## src/logic/time_base_pkg.sv

```systemverilog
// constants and types of the periodic time base interrupt block
package time_base_pkg;

	// register indices, byte address is four times the index
	localparam logic [9:0] CTRL_IDX = 10'h039;
	localparam logic [9:0] SYSC_IDX = 10'h03a;
	localparam logic [9:0] STAT_IDX = 10'h03b;
	localparam logic [9:0] MASK_IDX = 10'h03c;
	localparam logic [11:0] CTRL_ADDR = {CTRL_IDX, 2'b00};
	localparam logic [11:0] SYSC_ADDR = {SYSC_IDX, 2'b00};
	localparam logic [11:0] STAT_ADDR = {STAT_IDX, 2'b00};
	localparam logic [11:0] MASK_ADDR = {MASK_IDX, 2'b00};

	// field positions
	localparam int CTRL_EN_BIT = 3;
	localparam int CTRL_RATE_LSB = 0;
	localparam int SYSC_LF_SEL_BIT = 0;
	localparam int SYSC_SLOW_BIT = 1;
	localparam int STAT_TICK_BIT = 0;

	// reset values
	localparam logic [3:0] CTRL_RESET = 4'h0;
	localparam logic [1:0] SYSC_RESET = 2'h0;
	localparam logic STAT_RESET = 1'b0;
	localparam logic MASK_RESET = 1'b0;

	// divider chain widths
	localparam int GEAR_W = 22;
	localparam int LF_W = 15;

	// divide exponents per rate code, code 0 at index 0, 0 marks reserved
	localparam logic [7:0][4:0] GEAR_EXP = {5'd8, 5'd10, 5'd11, 5'd12, 5'd13, 5'd15, 5'd20, 5'd22};
	localparam logic [7:0][4:0] LF_EXP = {5'd0, 5'd3, 5'd4, 5'd5, 5'd6, 5'd8, 5'd13, 5'd15};
	localparam logic [2:0] SLOW_MAX_RATE = 3'h1;

	typedef struct packed {
		logic en;
		logic [2:0] rate;
	} ctrl_t;

	typedef struct packed {
		logic slow;
		logic lf_sel;
	} sysc_t;

	typedef struct packed {
		logic psel;
		logic penable;
		logic pwrite;
		logic [11:0] paddr;
		logic [31:0] pwdata;
	} apb_req_t;

	typedef struct packed {
		logic pready;
		logic pslverr;
		logic [31:0] prdata;
	} apb_rsp_t;

	typedef struct packed {
		logic lf_sync1;
		logic lf_sync2;
		logic lf_prev;
		logic [LF_W-1:0] lf_cnt;
		logic [GEAR_W-1:0] gear_cnt;
		logic tap_prev;
		ctrl_t ctrl;
		sysc_t sysc;
		logic status;
		logic mask;
		logic irq;
		logic pulse;
		apb_rsp_t rsp;
	} state_t;

endpackage : time_base_pkg

```

## src/logic/time_base_irq.sv

```systemverilog
// periodic time base interrupt generator with apb register access
//
// Overview of operation
// control register at index 0x39, bits 7..4 read zero, all reset to zero.
// control bit 3 enables interrupt requests; zero suppresses them all.
// gear source rate codes select divide by 2^22,20,15,13,12,11,10,8.
// low source codes 0..6 divide 2^15..2^3; 7 reserved; slow allows 0,1.
// stop mode entry clears enable and keeps the rate field.
// software changes the rate only while enable is zero.
// every falling edge of the selected tap requests while enabled.
// divider chain runs regardless of enable; enabling never restarts it.
// first request comes at next tap falling edge, possibly short.
// software switches normal and slow modes only while enable is zero.
// low source in normal mode is resynchronised, so timing may jitter.
// one periodic interrupt output gives software a regular time base.
// each request is a one-cycle pulse from synchronised falling edge detection.
`timescale 1ns/1ns
module time_base_irq (
	// clock and reset
	input wire logic clk_sys,
	input wire logic reset_n,
	// apb slave
	input wire time_base_pkg::apb_req_t apb_req,
	output time_base_pkg::apb_rsp_t apb_rsp,
	// system side
	input wire logic low_freq_clock,
	input wire logic stop_entry,
	// interrupt outputs
	output logic periodic_irq,
	output logic irq
);

	time_base_pkg::state_t st_r;
	time_base_pkg::state_t st_nxt;
	logic use_lf;
	logic [4:0] exp_sel;
	logic [4:0] tap_idx;
	logic tap;
	logic setup;
	logic access;
	logic mapped;
	logic [31:0] rd_data;
	logic wr_ctrl;

	always_comb begin
		st_nxt = st_r;

		// low clock resync, first stage feeds only the second
		st_nxt.lf_sync1 = low_freq_clock;
		st_nxt.lf_sync2 = st_r.lf_sync1;
		st_nxt.lf_prev = st_r.lf_sync2;
		if (st_r.lf_sync2 && !st_r.lf_prev) begin
			st_nxt.lf_cnt = st_r.lf_cnt + 15'h0001;
		end
		st_nxt.gear_cnt = st_r.gear_cnt + 22'h000001;

		// tap selection
		use_lf = st_r.sysc.lf_sel | st_r.sysc.slow;
		if (use_lf) begin
			exp_sel = time_base_pkg::LF_EXP[st_r.ctrl.rate];
		end else begin
			exp_sel = time_base_pkg::GEAR_EXP[st_r.ctrl.rate];
		end
		if (st_r.sysc.slow && (st_r.ctrl.rate > time_base_pkg::SLOW_MAX_RATE)) begin
			exp_sel = 5'd0;
		end
		tap_idx = exp_sel - 5'd1;
		if (exp_sel == 5'd0) begin
			tap = 1'b0;
		end else if (use_lf) begin
			tap = st_r.lf_cnt[tap_idx[3:0]];
		end else begin
			tap = st_r.gear_cnt[tap_idx];
		end
		st_nxt.tap_prev = tap;

		// request on falling tap edge while enabled
		st_nxt.pulse = st_r.ctrl.en && st_r.tap_prev && !tap;

		// apb decode
		setup = apb_req.psel && !apb_req.penable;
		access = apb_req.psel && apb_req.penable && st_r.rsp.pready;
		mapped = 1'b1;
		rd_data = 32'h00000000;
		case (apb_req.paddr)
			time_base_pkg::CTRL_ADDR: begin
				rd_data[3:0] = st_r.ctrl;
			end
			time_base_pkg::SYSC_ADDR: begin
				rd_data[1:0] = st_r.sysc;
			end
			time_base_pkg::STAT_ADDR: begin
				rd_data[time_base_pkg::STAT_TICK_BIT] = st_r.status;
			end
			time_base_pkg::MASK_ADDR: begin
				rd_data[time_base_pkg::STAT_TICK_BIT] = st_r.mask;
			end
			default: begin
				mapped = 1'b0;
			end
		endcase

		// register writes at the access edge
		wr_ctrl = access && apb_req.pwrite && (apb_req.paddr == time_base_pkg::CTRL_ADDR);
		if (wr_ctrl) begin
			st_nxt.ctrl.en = apb_req.pwdata[time_base_pkg::CTRL_EN_BIT];
			st_nxt.ctrl.rate = apb_req.pwdata[time_base_pkg::CTRL_RATE_LSB +: 3];
		end
		if (access && apb_req.pwrite && (apb_req.paddr == time_base_pkg::SYSC_ADDR)) begin
			st_nxt.sysc.lf_sel = apb_req.pwdata[time_base_pkg::SYSC_LF_SEL_BIT];
			st_nxt.sysc.slow = apb_req.pwdata[time_base_pkg::SYSC_SLOW_BIT];
		end
		if (access && apb_req.pwrite && (apb_req.paddr == time_base_pkg::MASK_ADDR)) begin
			st_nxt.mask = apb_req.pwdata[time_base_pkg::STAT_TICK_BIT];
		end
		if (access && apb_req.pwrite && (apb_req.paddr == time_base_pkg::STAT_ADDR)
				&& apb_req.pwdata[time_base_pkg::STAT_TICK_BIT]) begin
			st_nxt.status = 1'b0;
		end

		// stop entry clears enable, rate kept
		if (stop_entry) begin
			st_nxt.ctrl.en = 1'b0;
		end

		// sticky event, set wins over clear
		if (st_nxt.pulse) begin
			st_nxt.status = 1'b1;
		end
		st_nxt.irq = st_nxt.status & st_nxt.mask;

		// apb answer, zero wait states
		if (setup) begin
			st_nxt.rsp.pready = 1'b1;
			st_nxt.rsp.pslverr = !mapped;
			st_nxt.rsp.prdata = apb_req.pwrite ? 32'h00000000 : rd_data;
		end else if (access) begin
			st_nxt.rsp.pready = 1'b0;
			st_nxt.rsp.pslverr = 1'b0;
			st_nxt.rsp.prdata = 32'h00000000;
		end
	end

	always_ff @(posedge clk_sys) begin
		if (!reset_n) begin
			st_r <= '0;
			st_r.ctrl <= time_base_pkg::CTRL_RESET;
			st_r.sysc <= time_base_pkg::SYSC_RESET;
			st_r.status <= time_base_pkg::STAT_RESET;
			st_r.mask <= time_base_pkg::MASK_RESET;
		end else begin
			st_r <= st_nxt;
		end
	end

	assign apb_rsp = st_r.rsp;
	assign periodic_irq = st_r.pulse;
	assign irq = st_r.irq;
endmodule : time_base_irq

```

## config.mk

```make
export PLATFORM = sky130hd
export DESIGN_NAME = time_base_irq
export DESIGN_NICKNAME = d
export VERILOG_FILES = /design/src/logic/time_base_pkg.sv /design/src/logic/time_base_irq.sv
export SDC_FILE = /design/constraint.sdc
export NUM_CORES = 1
export LEC_CHECK = 0
export ABC_CLOCK_PERIOD_IN_PS = 7000
export BUFFER_PORTS_ARGS = -buffer_cell sky130_fd_sc_hd__clkbuf_2
export CAP_MARGIN = 40
export CORE_MARGIN = 2
export CORE_UTILIZATION = 58
export CTS_CLUSTER_DIAMETER = 80
export DETAILED_ROUTE_END_ITERATION = 8
export HOLD_SLACK_MARGIN = 0.02
export PLACE_DENSITY = 0.85
export SETUP_SLACK_MARGIN = 0.05
export SYNTH_ARGS = -nofsm -noshare
export SYNTH_HDL_FRONTEND = slang
export SYNTH_SLANG_ARGS = --single-unit
```

## constraint.sdc

```tcl
create_clock -name clk_sys -period 7 [get_ports clk_sys]
set_clock_uncertainty 0.15 [all_clocks]
set_input_delay 0.35 -clock clk_sys [delete_from_list [all_inputs] [get_ports clk_sys]]
set_output_delay 0.35 -clock clk_sys [all_outputs]
set_load 0.02 [all_outputs]
```

After elaboration in Yosys (flattened, before gate mapping):

Memories as Yosys holds them, arrays and structs flattened. A register that Yosys moved wholly into a read port is not among the register bits.
Cells that the tools add are included.

* word-level logic and storage cells: 78
* input bits: 51
* register bits: 85
* memories kept: 2
* bits in read-only memories: 80
* output and inout port bits: 36

* reduce and logical (&&, ||, !) cells: 21
* order comparisons: 4
* mux-type cells: 24
* equality and inequality tests: 4
* $add $sub $neg: 3
* bitwise operators: 3

Memory list
* (name not given): depth 8, width 5, read ports 1, clocked after Yosys merged registers in 1, wr ports 0, line time_base_irq.sv:62 `exp_sel = time_base_pkg::GEAR_EXP[st_r.ctrl.rate];`
* (name not given): depth 8, width 5, read ports 1, clocked after Yosys merged registers in 1, wr ports 0, line time_base_irq.sv:60 `exp_sel = time_base_pkg::LF_EXP[st_r.ctrl.rate];`

Operator list (number)
* 34-bit 2-to-1 mux: 2
* 12-bit by 8-bit equality test with 1-bit output, second input constant: 4
* 22-bit by 1-bit adder with 22-bit output, second input constant: 1
* 5-bit 2-to-1 mux: 4
* 15-bit by 1-bit adder with 15-bit output, second input constant: 1
* 1-bit logical AND: 13
* 3-bit 2-to-1 mux: 4
* 1-bit 2-to-1 mux: 8
* 5-bit by 6-bit < comparator with 1-bit output, second input constant: 1
* 1-bit binary-select mux with 5-bit select: 1
* 5-bit zero test: 1
* 4-bit by 5-bit < comparator with 1-bit output, second input constant: 1
* 5-bit by 1-bit subtractor with 5-bit output, second input constant: 1
* 1-bit binary-select mux with 4-bit select: 1
* 1-bit zero test: 4
* 3-bit by 4-bit < comparator with 1-bit output, second input constant: 1
* 4-bit 2-to-1 mux: 1
* 1-bit case mux with 4 select lines: 1
* 4-bit OR reduction: 1
* 3-bit by 1-bit greater-than comparator with 1-bit output, second input constant: 1
* 2-bit 2-to-1 mux: 1
* 1-bit case mux with 2 select lines: 1
* 2-bit nonzero test: 1
* 2-bit OR reduction: 1
* 3 further kinds: 3

Depth between registers and ports, before layout:

Gate-level depths: netlist of the first run.

* depth in word-level cells: 13
* depth in mapped cells: 11
* depth with buffers taken out: 10

Least setup slack after synthesis of the first run:

Ideal clock, no wire load.

* path type: reg2reg
* start: register st_r[39] (netlist bit)
* end: register st_r[44] (netlist bit)
* data required time: 6.734 ns
* cell stages (with the launch flop): 12
* setup time: 0.116 ns
* buffers on the path: 2
* clock period less this slack: 2.999 ns
* arrival: 2.733 ns
* slack: 4.001 ns
* cells stage by stage: dfxtp_1 buf_6 nor3b_4 o2bb2ai_2 inv_6 ha_1 dlygate4sd1_1 mux4_1 and3_1 o21ai_0 o2111ai_1 and4_1

* cells in the longest elaborated chain, start to end: 8
* elaborated cells between the ends (all ways): 12
* classes of those cells: 1 x add/sub; 8 x mux; 1 x bitwise; 2 x reduce/logical

Ends and longest elaborated chain
* start: declaration: line time_base_irq.sv:33 `time_base_pkg::state_t st_r;`
* start signal: assignment: line time_base_irq.sv:152 `st_r <= st_nxt;`
* 1-bit bitwise OR: line time_base_irq.sv:58 `use_lf = st_r.sysc.lf_sel | st_r.sysc.slow;`
* 5-bit 2-to-1 mux: line time_base_irq.sv:59 `if (use_lf) begin`
* 5-bit 2-to-1 mux: line time_base_irq.sv:64 `if (st_r.sysc.slow && (st_r.ctrl.rate > time_base_pkg::SLOW_MAX_RATE)) begin`
* 5-bit by 1-bit subtractor with 5-bit output: line time_base_irq.sv:67 `tap_idx = exp_sel - 5'd1;`
* 1-bit binary-select mux with 5-bit select / 1-bit binary-select mux with 4-bit select (equally long branches): line time_base_irq.sv:73, time_base_irq.sv:71
* 1-bit 2-to-1 mux (on tied branches): line time_base_irq.sv:73, time_base_irq.sv:71
* 1-bit 2-to-1 mux: line time_base_irq.sv:70 `end else if (use_lf) begin`
* 1-bit 2-to-1 mux (*): line time_base_irq.sv:68 `if (exp_sel == 5'd0) begin`

Mark *: on every way between the ends. The rest lies on a longest branch, timed or not. The select of a mux whose other input is x is not followed.
A chain may end at the register's enable or synchronous reset.

Worst setup path in the final report of the first run:

Same ends and word-level chain as after synthesis.

==> impl_summary.md, run 1 <==
Critical path
The required time reported for the critical path endpoint is 7.10 ns. Data on the critical path arrives at its endpoint at around 3.6 ns. Along the worst path, the maximum fanout reaches 11.

The timing startpoint of the critical path is st_r[39]. STA classifies the critical path startpoint as a register. The launch point of the worst reg-to-reg path is st_r[39]. In this run the register-to-register setup slack is 3.53 ns.

The critical path is of the reg2reg type. The sort of element at the end of the critical path is a register.

Worst hold path
The path class of the tightest hold or removal check is in2reg. The start point of the worst min-delay path is low_freq_clock.

Place
The placed cell area is 3700 um2. The wire-length estimate of the detail-placed layout is 4.61 mm. The count of buffers added on input and output ports is 30. The worst setup slack before clock tree synthesis is 3.54 ns. The number of placed cells counting well taps is 474. Routability-driven placement finished with a final weighted congestion of 0.888.

STA
The final max-slew violation count is 0. The tightest hold margin is 0.0519 ns. The total negative setup slack is 0 ns.

The headroom to the max-slew limit is 62.4%. After layout, the minimum clock period comes to about 3.5 ns. After layout, the worst setup slack is 3.53 ns. The transition time at the pin with the least slew margin is roughly 0.56 ns.

The final period utilization is 49.6%. Derived from the worst setup path, the maximum achievable clock frequency is about 0.29 GHz. Setup repair after global routing left no endpoint under its margin. The final count of hold timing violations came to 0. Setup violations remaining at the end of the flow were counted as 0.

Drt
The first TritonRoute pass finished after 4 iterations. For this run, design rule violations remaining after detail routing come to 0. The detail route stage leaves a number of antenna-violating nets equal to 0. After detailed routing, the average wire length per cell comes to 13.2 um. The final layout contains routed wiring with a total length of approximately 6.5 mm. The number of design-rule violations left by the first detailed-router iteration is 118. The via count is 2692.

The via density per instance is approximately 5.5.

Final layout
The net count reported at finish is 470. The cell area after layout is about 4000 um2. The post-route netlist has 13.5% of its cells at a drive strength greater than 1.

The repair_antennas step left the layout with diodes totalling 0. The area growth from synthesis to layout is 7.03%. The end-of-flow core utilization is 65.2%. The non-filler instance count after layout is between 400 and 500.

Clock network
The post-CTS clock slew at the launch and capture registers of the worst setup and hold paths is 0.07 ns. TritonCTS built the clock tree. For the worst-skew pair, the clock arrives at the later sink with an insertion delay of 0.36 ns. The clock tree root driver cell is sky130_fd_sc_hd__clkbuf_8. The longest clock path from root to sink contains 2 buffers. CTS saw 66 sinks. The number of buffers inserted to repair setup after CTS is 0. In this run, CTS created clock tree buffers numbering 9. The clock tree synthesis step divided the H-tree into 3 levels.

Global routing
The initial antenna violation count is 0. The number of global-route vias before repair came to 2610. The maximum number of pins on one net before global-route repair is 53. The leftover overflow at the end of global routing is 0.

The first global-routing pass estimated 11.3 mm of wire. The global-route total usage across every layer is 20.1%.

Yosys
The synthesized design contains 0 enable-type register cells. The top cell type by total area after synthesis is sky130_fd_sc_hd__dfxtp_1. The number of warnings issued by yosys is 0. The average size of a mapped cell is 9.43 um2. The share of the Yosys chip area taken by registers is 36.2%. The fraction of registers with async set/reset is 0%. The instance count of the mapped netlist is about 390.

In the synthesized netlist the dominant register cell turns out to be sky130_fd_sc_hd__dfxtp_1. The post-synthesis sequential element count is 66. The synthesized netlist contains 52 unique library cells.

In the post-synthesis netlist, the biggest area contributors are sky130_fd_sc_hd__dfxtp_1 36%, sky130_fd_sc_hd__buf_4 7.2%, sky130_fd_sc_hd__xnor2_1 5.5%, sky130_fd_sc_hd__and2_1 5.5%, sky130_fd_sc_hd__mux2i_1 4.1%. The mapped netlist covers 3650 um2. The share of synthesized area in the top cell type comes to 36.2%.

Pwr
For this design the static power due to leakage is 1.58 nW. The maximum ir drop on the vdd rail is 0.000115 V. The total power is ~0.75 mW.

The power per standard cell area is 191 nW/um2.

Floorplanning
The floorplan step defined a die boundary enclosing 6940 um2. The width of the chip is between 80 and 90 um. In this run the core area contains 28 standard-cell rows. The die is between 80 and 90 um tall. In this run the count of I/O pins placed on the die edge is 87. The area of the core is 5990 um2. For this configuration, the core starts out at a cell density of 60.9%.

Run
The reported max-cap violation count is 0.

Outcome
The run finished with clean final reports.
-- power breakdown --
part           switching (mW)  internal (mW)  total (mW)
logic                  0.0266         0.0137      0.0403
clock network           0.141          0.184       0.325
registers             0.00262          0.379       0.381
total                   0.170          0.576       0.747
-- repair_timing --
action / CTS / global route
resized for setup: 0 / 0
hold buffers: 1 / 0
endpoints found under the hold margin: 1 / 0
-- final cells by class --
cell class | instances | area [um2]
Tap cell | 75 | 93.8
Clock buffer | 14 | 163
Timing Repair Buffer | 32 | 180
Sequential cell | 66 | 1320
Multi-Input combinational cell | 291 | 2070
Clock inverter | 2 | 35.0
Fill cell | 478 | 2080
Inverter | 11 | 46.3
-- worst max-delay path, cell delays in order, from the launching register on --
cell,delay [ns]
sky130_fd_sc_hd__dfxtp_1,0.53
sky130_fd_sc_hd__nor3b_4,0.36
sky130_fd_sc_hd__o2bb2ai_2,0.31
sky130_fd_sc_hd__inv_6,0.12
sky130_fd_sc_hd__ha_1,0.60
sky130_fd_sc_hd__mux4_1,0.61
sky130_fd_sc_hd__mux2i_1,0.17
sky130_fd_sc_hd__o2111ai_1,0.22
sky130_fd_sc_hd__and4_1,0.29
-- layer usage --
layer | global-route usage [%] | up-vias | share of wire, %
met3 | 5.17 | 17 | 4.4
met1 | 22.8 | 1279 | 44
li1 | - | 1338 | -
met4 | 12.1 | 0 | 3.2
met5 | 0 | - | 0
met2 | 33.9 | 58 | 49
-- kinds of logic (layout without fill, tap and decap cells) --
family / Yosys count / in the layout / share of synthesized area, %
XOR/XNOR: 30 / 30 / 7.20
flip-flops: 66 / 66 / 36.2
multiplexers: 25 / 25 / 10.2
AND/OR/NAND/NOR: 147 / 147 / 22.9
other: 1 / 28 / 0.103
buffers and inverters: 57 / 59 / 9.94
AO/OA/AOI/OAI: 53 / 53 / 10.7
adder cells (fa/ha/maj): 8 / 8 / 2.74
-- cells in the final DEF (no fill, tap or decap), types with 15 or more instances in the layout --
| cell type | synthesis | routed |
|---|---|---|
| sky130_fd_sc_hd__and2_1 | 32 | 32 |
| sky130_fd_sc_hd__clkbuf_2 | 0 | 30 |
| sky130_fd_sc_hd__conb_1 | 1 | 28 |
| sky130_fd_sc_hd__dfxtp_1 | 66 | 66 |
| sky130_fd_sc_hd__mux2i_1 | 15 | 15 |
| sky130_fd_sc_hd__nand2_1 | 29 | 29 |
| sky130_fd_sc_hd__nand3_1 | 15 | 15 |
| sky130_fd_sc_hd__nor2b_1 | 17 | 17 |
| sky130_fd_sc_hd__xnor2_1 | 23 | 23 |
-- final timing paths --
kind | depth (start not counted) | end
max | 8 | st_r[44]
min | 2 | st_nxt[83]
max reg2reg | 8 | st_r[44]
min reg2reg | 1 | st_nxt[82]
-- Yosys cell counts (2+ instances only) --
cell / count
sky130_fd_sc_hd__and2_1: 32
sky130_fd_sc_hd__inv_1: 10
sky130_fd_sc_hd__mux2_2: 2
sky130_fd_sc_hd__mux4_2: 3
sky130_fd_sc_hd__nand2_1: 29
sky130_fd_sc_hd__a2111oi_0: 3
sky130_fd_sc_hd__nor2b_1: 17
sky130_fd_sc_hd__dfxtp_1: 66
sky130_fd_sc_hd__a2bb2oi_1: 2
sky130_fd_sc_hd__o2bb2ai_1: 2
sky130_fd_sc_hd__and3_1: 12
sky130_fd_sc_hd__nor2_1: 9
sky130_fd_sc_hd__mux2i_1: 15
sky130_fd_sc_hd__a21oi_1: 8
sky130_fd_sc_hd__a22oi_1: 4
sky130_fd_sc_hd__buf_4: 35
sky130_fd_sc_hd__and4_1: 3
sky130_fd_sc_hd__clkbuf_1: 9
sky130_fd_sc_hd__or3_1: 6
sky130_fd_sc_hd__xor2_1: 7
sky130_fd_sc_hd__a21boi_0: 10
sky130_fd_sc_hd__ha_1: 8
sky130_fd_sc_hd__mux4_1: 5
sky130_fd_sc_hd__nand3_1: 15
sky130_fd_sc_hd__o21ai_0: 12
sky130_fd_sc_hd__nor3b_1: 5
sky130_fd_sc_hd__nand2b_1: 3
sky130_fd_sc_hd__nor3_1: 5
sky130_fd_sc_hd__nand4_1: 5
sky130_fd_sc_hd__xnor2_1: 23
No activity file was read; power rests on OpenSTA's default activity.
==> run 2, diff against run 1 <==
--- a/config.mk
+++ b/config.mk
@@ -5,15 +5,16 @@
 export SDC_FILE = /design/constraint.sdc
 export NUM_CORES = 1
 export LEC_CHECK = 0
-export ABC_CLOCK_PERIOD_IN_PS = 7000
+export ABC_AREA = 1
+export ABC_CLOCK_PERIOD_IN_PS = 3600
 export BUFFER_PORTS_ARGS = -buffer_cell sky130_fd_sc_hd__clkbuf_2
 export CAP_MARGIN = 40
 export CORE_MARGIN = 2
-export CORE_UTILIZATION = 58
+export CORE_UTILIZATION = 54
 export CTS_CLUSTER_DIAMETER = 80
 export DETAILED_ROUTE_END_ITERATION = 8
 export HOLD_SLACK_MARGIN = 0.02
-export PLACE_DENSITY = 0.85
+export PLACE_DENSITY = 0.8
 export SETUP_SLACK_MARGIN = 0.05
 export SYNTH_ARGS = -nofsm -noshare
 export SYNTH_HDL_FRONTEND = slang
==> constraint.sdc (replaced) <==
create_clock -name clk_sys -period 3.6 [get_ports clk_sys]
set_clock_uncertainty 0.15 [all_clocks]
set_input_delay 0.18 -clock clk_sys [delete_from_list [all_inputs] [get_ports clk_sys]]
set_output_delay 0.18 -clock clk_sys [all_outputs]
set_load 0.02 [all_outputs]
==> run 2 against run 1 <==
Synthesized cell count rose by 43%. Die area rose by 12%. Via count rose by 28%. Non-clock buffer count rose by 9. Total power rose by 98%. Fmax rose by 19%. Area after synthesis rose by 5.1%. Highest routed layer unchanged.
==> impl_summary.md, run 2 <==
Floorplanning
The area of the core is 6830 um2 (+14%). The total I/O pin count is 87 (unchanged). The width of the chip came to 88.3 um (+6.0%).

The floorplan die area is 7800 um2 (+12%). The site row count is 30 (+7.1%). The chip height is 88.3 um (+6.0%). The starting density of the core came to 56.2% (-4.8 points).

Yosys
The instance count of the mapped netlist came to 553 (+43%). The most instantiated flip-flop cell in the synthesis netlist is sky130_fd_sc_hd__dfxtp_1. The post-synthesis sequential element count is 66 (unchanged). The combined area of all synthesized cells came to 3840 um2 (+5.1%). Counting instances in the post-synthesis netlist gives the leading cell types as 110 x sky130_fd_sc_hd__nand2_1, 70 x sky130_fd_sc_hd__inv_1, 66 x sky130_fd_sc_hd__dfxtp_1, 60 x sky130_fd_sc_hd__nand3_1, 50 x sky130_fd_sc_hd__nor2_1. Of all cell types, the one taking the most synthesized area is sky130_fd_sc_hd__dfxtp_1. The distinct cell type count after synthesis came to 39 (-25%).

By area the synthesized netlist is led by sky130_fd_sc_hd__dfxtp_1 34%, sky130_fd_sc_hd__nand2_1 11%, sky130_fd_sc_hd__nand3_1 7.8%, sky130_fd_sc_hd__buf_4 6.8%, sky130_fd_sc_hd__inv_1 6.8%. The portion of the post-synthesis area used by sequential elements is 34.4% (-1.8 points). The number of warnings issued by yosys is 0 (unchanged). The fraction of registers with async set/reset is 0% (unchanged). The cell with the most instances after synthesis is sky130_fd_sc_hd__nand2_1. The proportion of netlist area held by the largest area contributor came to 34.4% (-1.8 points).

The number of synthesized flops with an enable pin was 0 (unchanged). The average size of a mapped cell is 6.94 um2 (-26%).

Critical path
The worst setup path is launched from a register. The signal on the critical path passes through inv_2, nand2_2, nand2_1, nand2_1, nand2_4, ha_1, clkinv_1, nand2_1, nor2_1, nor2_1, nand2_1, nand3_1, nand3_1, nand2_1, inv_1, nand2_2, nand2_2, a21oi_1. The worst-path cell with the longest stage delay is sky130_fd_sc_hd__ha_1. The required time reported for the critical path endpoint is 3.74 ns (-3.36 ns). The worst register-to-register path ends at st_r[37]. The setup path with the least slack is of type reg2reg. The number of cells traversed by the worst register-to-register path is 18 (+10).

The peak fanout along the critical path is 11 (unchanged). The delay of the slowest critical-path stage is 0.52 ns (-0.09 ns). The launch point of the worst reg-to-reg path is st_r[39]. STA classifies the critical path endpoint as a register.

The worst path arrival time is 3.05 ns (-0.52 ns). The reg2reg setup slack came to 0.69 ns (-2.84 ns). The cell seen most often among critical-path stages is sky130_fd_sc_hd__nand2_1.

Global routing
The initial antenna violation count is 0 (unchanged). The global routing met1 resource utilization is 26.8% (+4.0 points). The leftover overflow at the end of global routing is 0 (unchanged). The global routing's busiest layer is met2.

The met3 global-route usage is 5.88% (+0.71 points). The number of global-route vias before repair is 3143 (+20%). The maximum number of pins on one net before global-route repair is 32 (-40%). The met2 track demand over resource in global routing is 35.9% (+2.0 points).

The global-route total usage across every layer was 21.4% (+1.3 points). The first-pass GRT wire length is 13.4 mm (+19%).

Run
The reported max-cap violation count was 0 (unchanged).

Clock network
The number of sinks handled by clock tree synthesis is 66 (unchanged). The total CTS buffers is 9 (unchanged). The number of buffers inserted to repair setup after CTS is 0 (unchanged). The cts-stage hold buffer count came to 8 (+7).

The source-to-sink clock delay at the later pin of the worst-skew pair was 0.36 ns (about the same). The clock tree root driver cell is sky130_fd_sc_hd__clkbuf_8. The post-CTS clock slew at the launch and capture registers of the worst setup and hold paths is 0.07 ns (about the same). The number of levels the H-tree was split into came to 3 (unchanged). TritonCTS built the clock tree.

The number of buffers on the longest clock path is 2 (unchanged). The number of gates given a new drive strength after cts is 0 (unchanged).

Worst hold path
The class of the worst hold path is in2reg. The start point of the worst min-delay path is apb_req[2]. The hold path depth is 3 (+1).

Drt
The via count was 3451 (+28%). The routed wirelength normalized by instance count was 11.0 um (-16%). The number of design-rule violations left by the first detailed-router iteration is 144 (+22%). The aggregate routed wire length is 7.56 mm (+17%). The via density per instance was 5.02 (-8.4%). The first-pass iteration count of the detailed router is 4 (unchanged).

The total DRC errors in the routed layout was 0 (unchanged). The post-route antenna net violation count is 0 (unchanged).

STA
The transition time at the pin with the least slew margin is 0.663 ns (+0.105 ns). The maximum frequency from static timing analysis is 0.344 GHz (+19%). The headroom to the max-slew limit is 55.8% (-6.6 points). The total negative setup slack is 0 ns (unchanged). Setup repair after global routing left no endpoint under its margin. The final period utilization came to 80.8% (+31 points). The number of failing setup endpoints in the final timing report is 0 (unchanged). The final max-slew violation count is 0 (unchanged). The shortest period the worst path allows came to 2.91 ns (-0.563 ns). The final count of hold timing violations is 0 (unchanged).

Final layout
The area added between synthesis and finish is 9.23%. The net count reported at finish is 646 (+37%). The fraction of final layout cells sized beyond drive strength 1 came to 14.9% (+1.4 points). Leaving out fill and tap cells, the most frequent cell in the layout is sky130_fd_sc_hd__nand2_1. The number of fillers in the final layout is 639 (+34%). The count of inserted antenna diode cells was 0 (unchanged). The library cells used most frequently in the layout, excluding fill and tap cells, are 110 x sky130_fd_sc_hd__nand2_1, 70 x sky130_fd_sc_hd__inv_1, 66 x sky130_fd_sc_hd__dfxtp_1.

Pwr
The total power came to 1.48 mW (+98%). The power per standard cell area came to 353 nW/um2 (+85%). The maximum ir drop on the vdd rail came to 0.000328 V (+190%). The leakage dissipation is 1.86 nW (+18%).

Place
The post-detailed-placement half-perimeter wirelength is 5.44 mm (+18%). The final estimated routing congestion in global placement is 0.829 (-6.7%). The count of buffers from port buffering is 30 (unchanged).

Outcome
The run finished with clean final reports.
[run 2: how the worst max path moves through the flow]
stage,start,endpoint,slack [ns]
global route,st_r[39],irq,0.35
detailed placement,st_r[39],st_r[37],0.72
CTS,st_r[39],st_r[37],0.68
finish,st_r[39],st_r[37],0.69
global placement,st_r[39],irq,0.78
floorplan,st_r[39],st_r[37],1.24
[run 2: per-layer routing]
| metal | wire length, um | share of wire (%) | vias up |
|---|---|---|---|
| met1 | 3510 | 46 | 1571 |
| met5 | 0 | 0 | - |
| met2 | 3610 | 48 | 71 |
| met3 | 317 | 4.2 | 12 |
| met4 | 124 | 1.6 | 0 |
| li1 | - | - | 1797 |
[run 2: power breakdown]
part	internal (mW)	total (mW)	switching, mW
clock network	0.372	0.649	0.277
logic	0.0271	0.0907	0.0636
registers	0.737	0.741	0.00456
[run 2: cell families after synthesis]
logic type	Yosys count	synth area share, %
and+or+nand+nor	286	36.5
buffers and inverters	124	16.2
DFF	66	34.4
AOI/OAI and AO/OA	65	9.52
adders and majority gates	8	2.61
xor gates and xnor gates	2	0.457
other	1	0.0977
muxes	1	0.261
[run 2: layout make-up]
type,count,area [um2],share of cell area (%)
tap,96,120,2.87
inverter,79,297,7.07
clock inverter,2,35.0,0.836
clock buffer,13,169,4.03
sequential,66,1320,31.5
timing repair buffer,41,253,6.03
multi-input combinational,390,2000,47.6
[run 2: critical path: cells and delay by family (launching register included)]
family | cells | cell delay [ns]
AO/OA/AOI/OAI | 1 | 0.13
adder cells (fa/ha/maj) | 1 | 0.52
buffers and inverters | 3 | 0.47
flip-flops | 1 | 0.48
AND/OR/NAND/NOR | 13 | 1.10
[run 2: stage by stage]
stage / setup slack, ns / instance area (um2) / hold slack [ns] / cells / util, %
floorplan: 1.24 / 3940 / 0.120 / 580 / -
global placement: 0.775 / 3910 / 0.218 / 664 / 57.2
detailed placement: 0.724 / 3910 / 0.226 / 664 / 57.2
CTS: 0.680 / 4190 / 0.0476 / 687 / 61.4
global route: 0.352 / 4190 / 0.0865 / 687 / 61.4
finish: 0.690 / 4190 / 0.0607 / 687 / 61.4
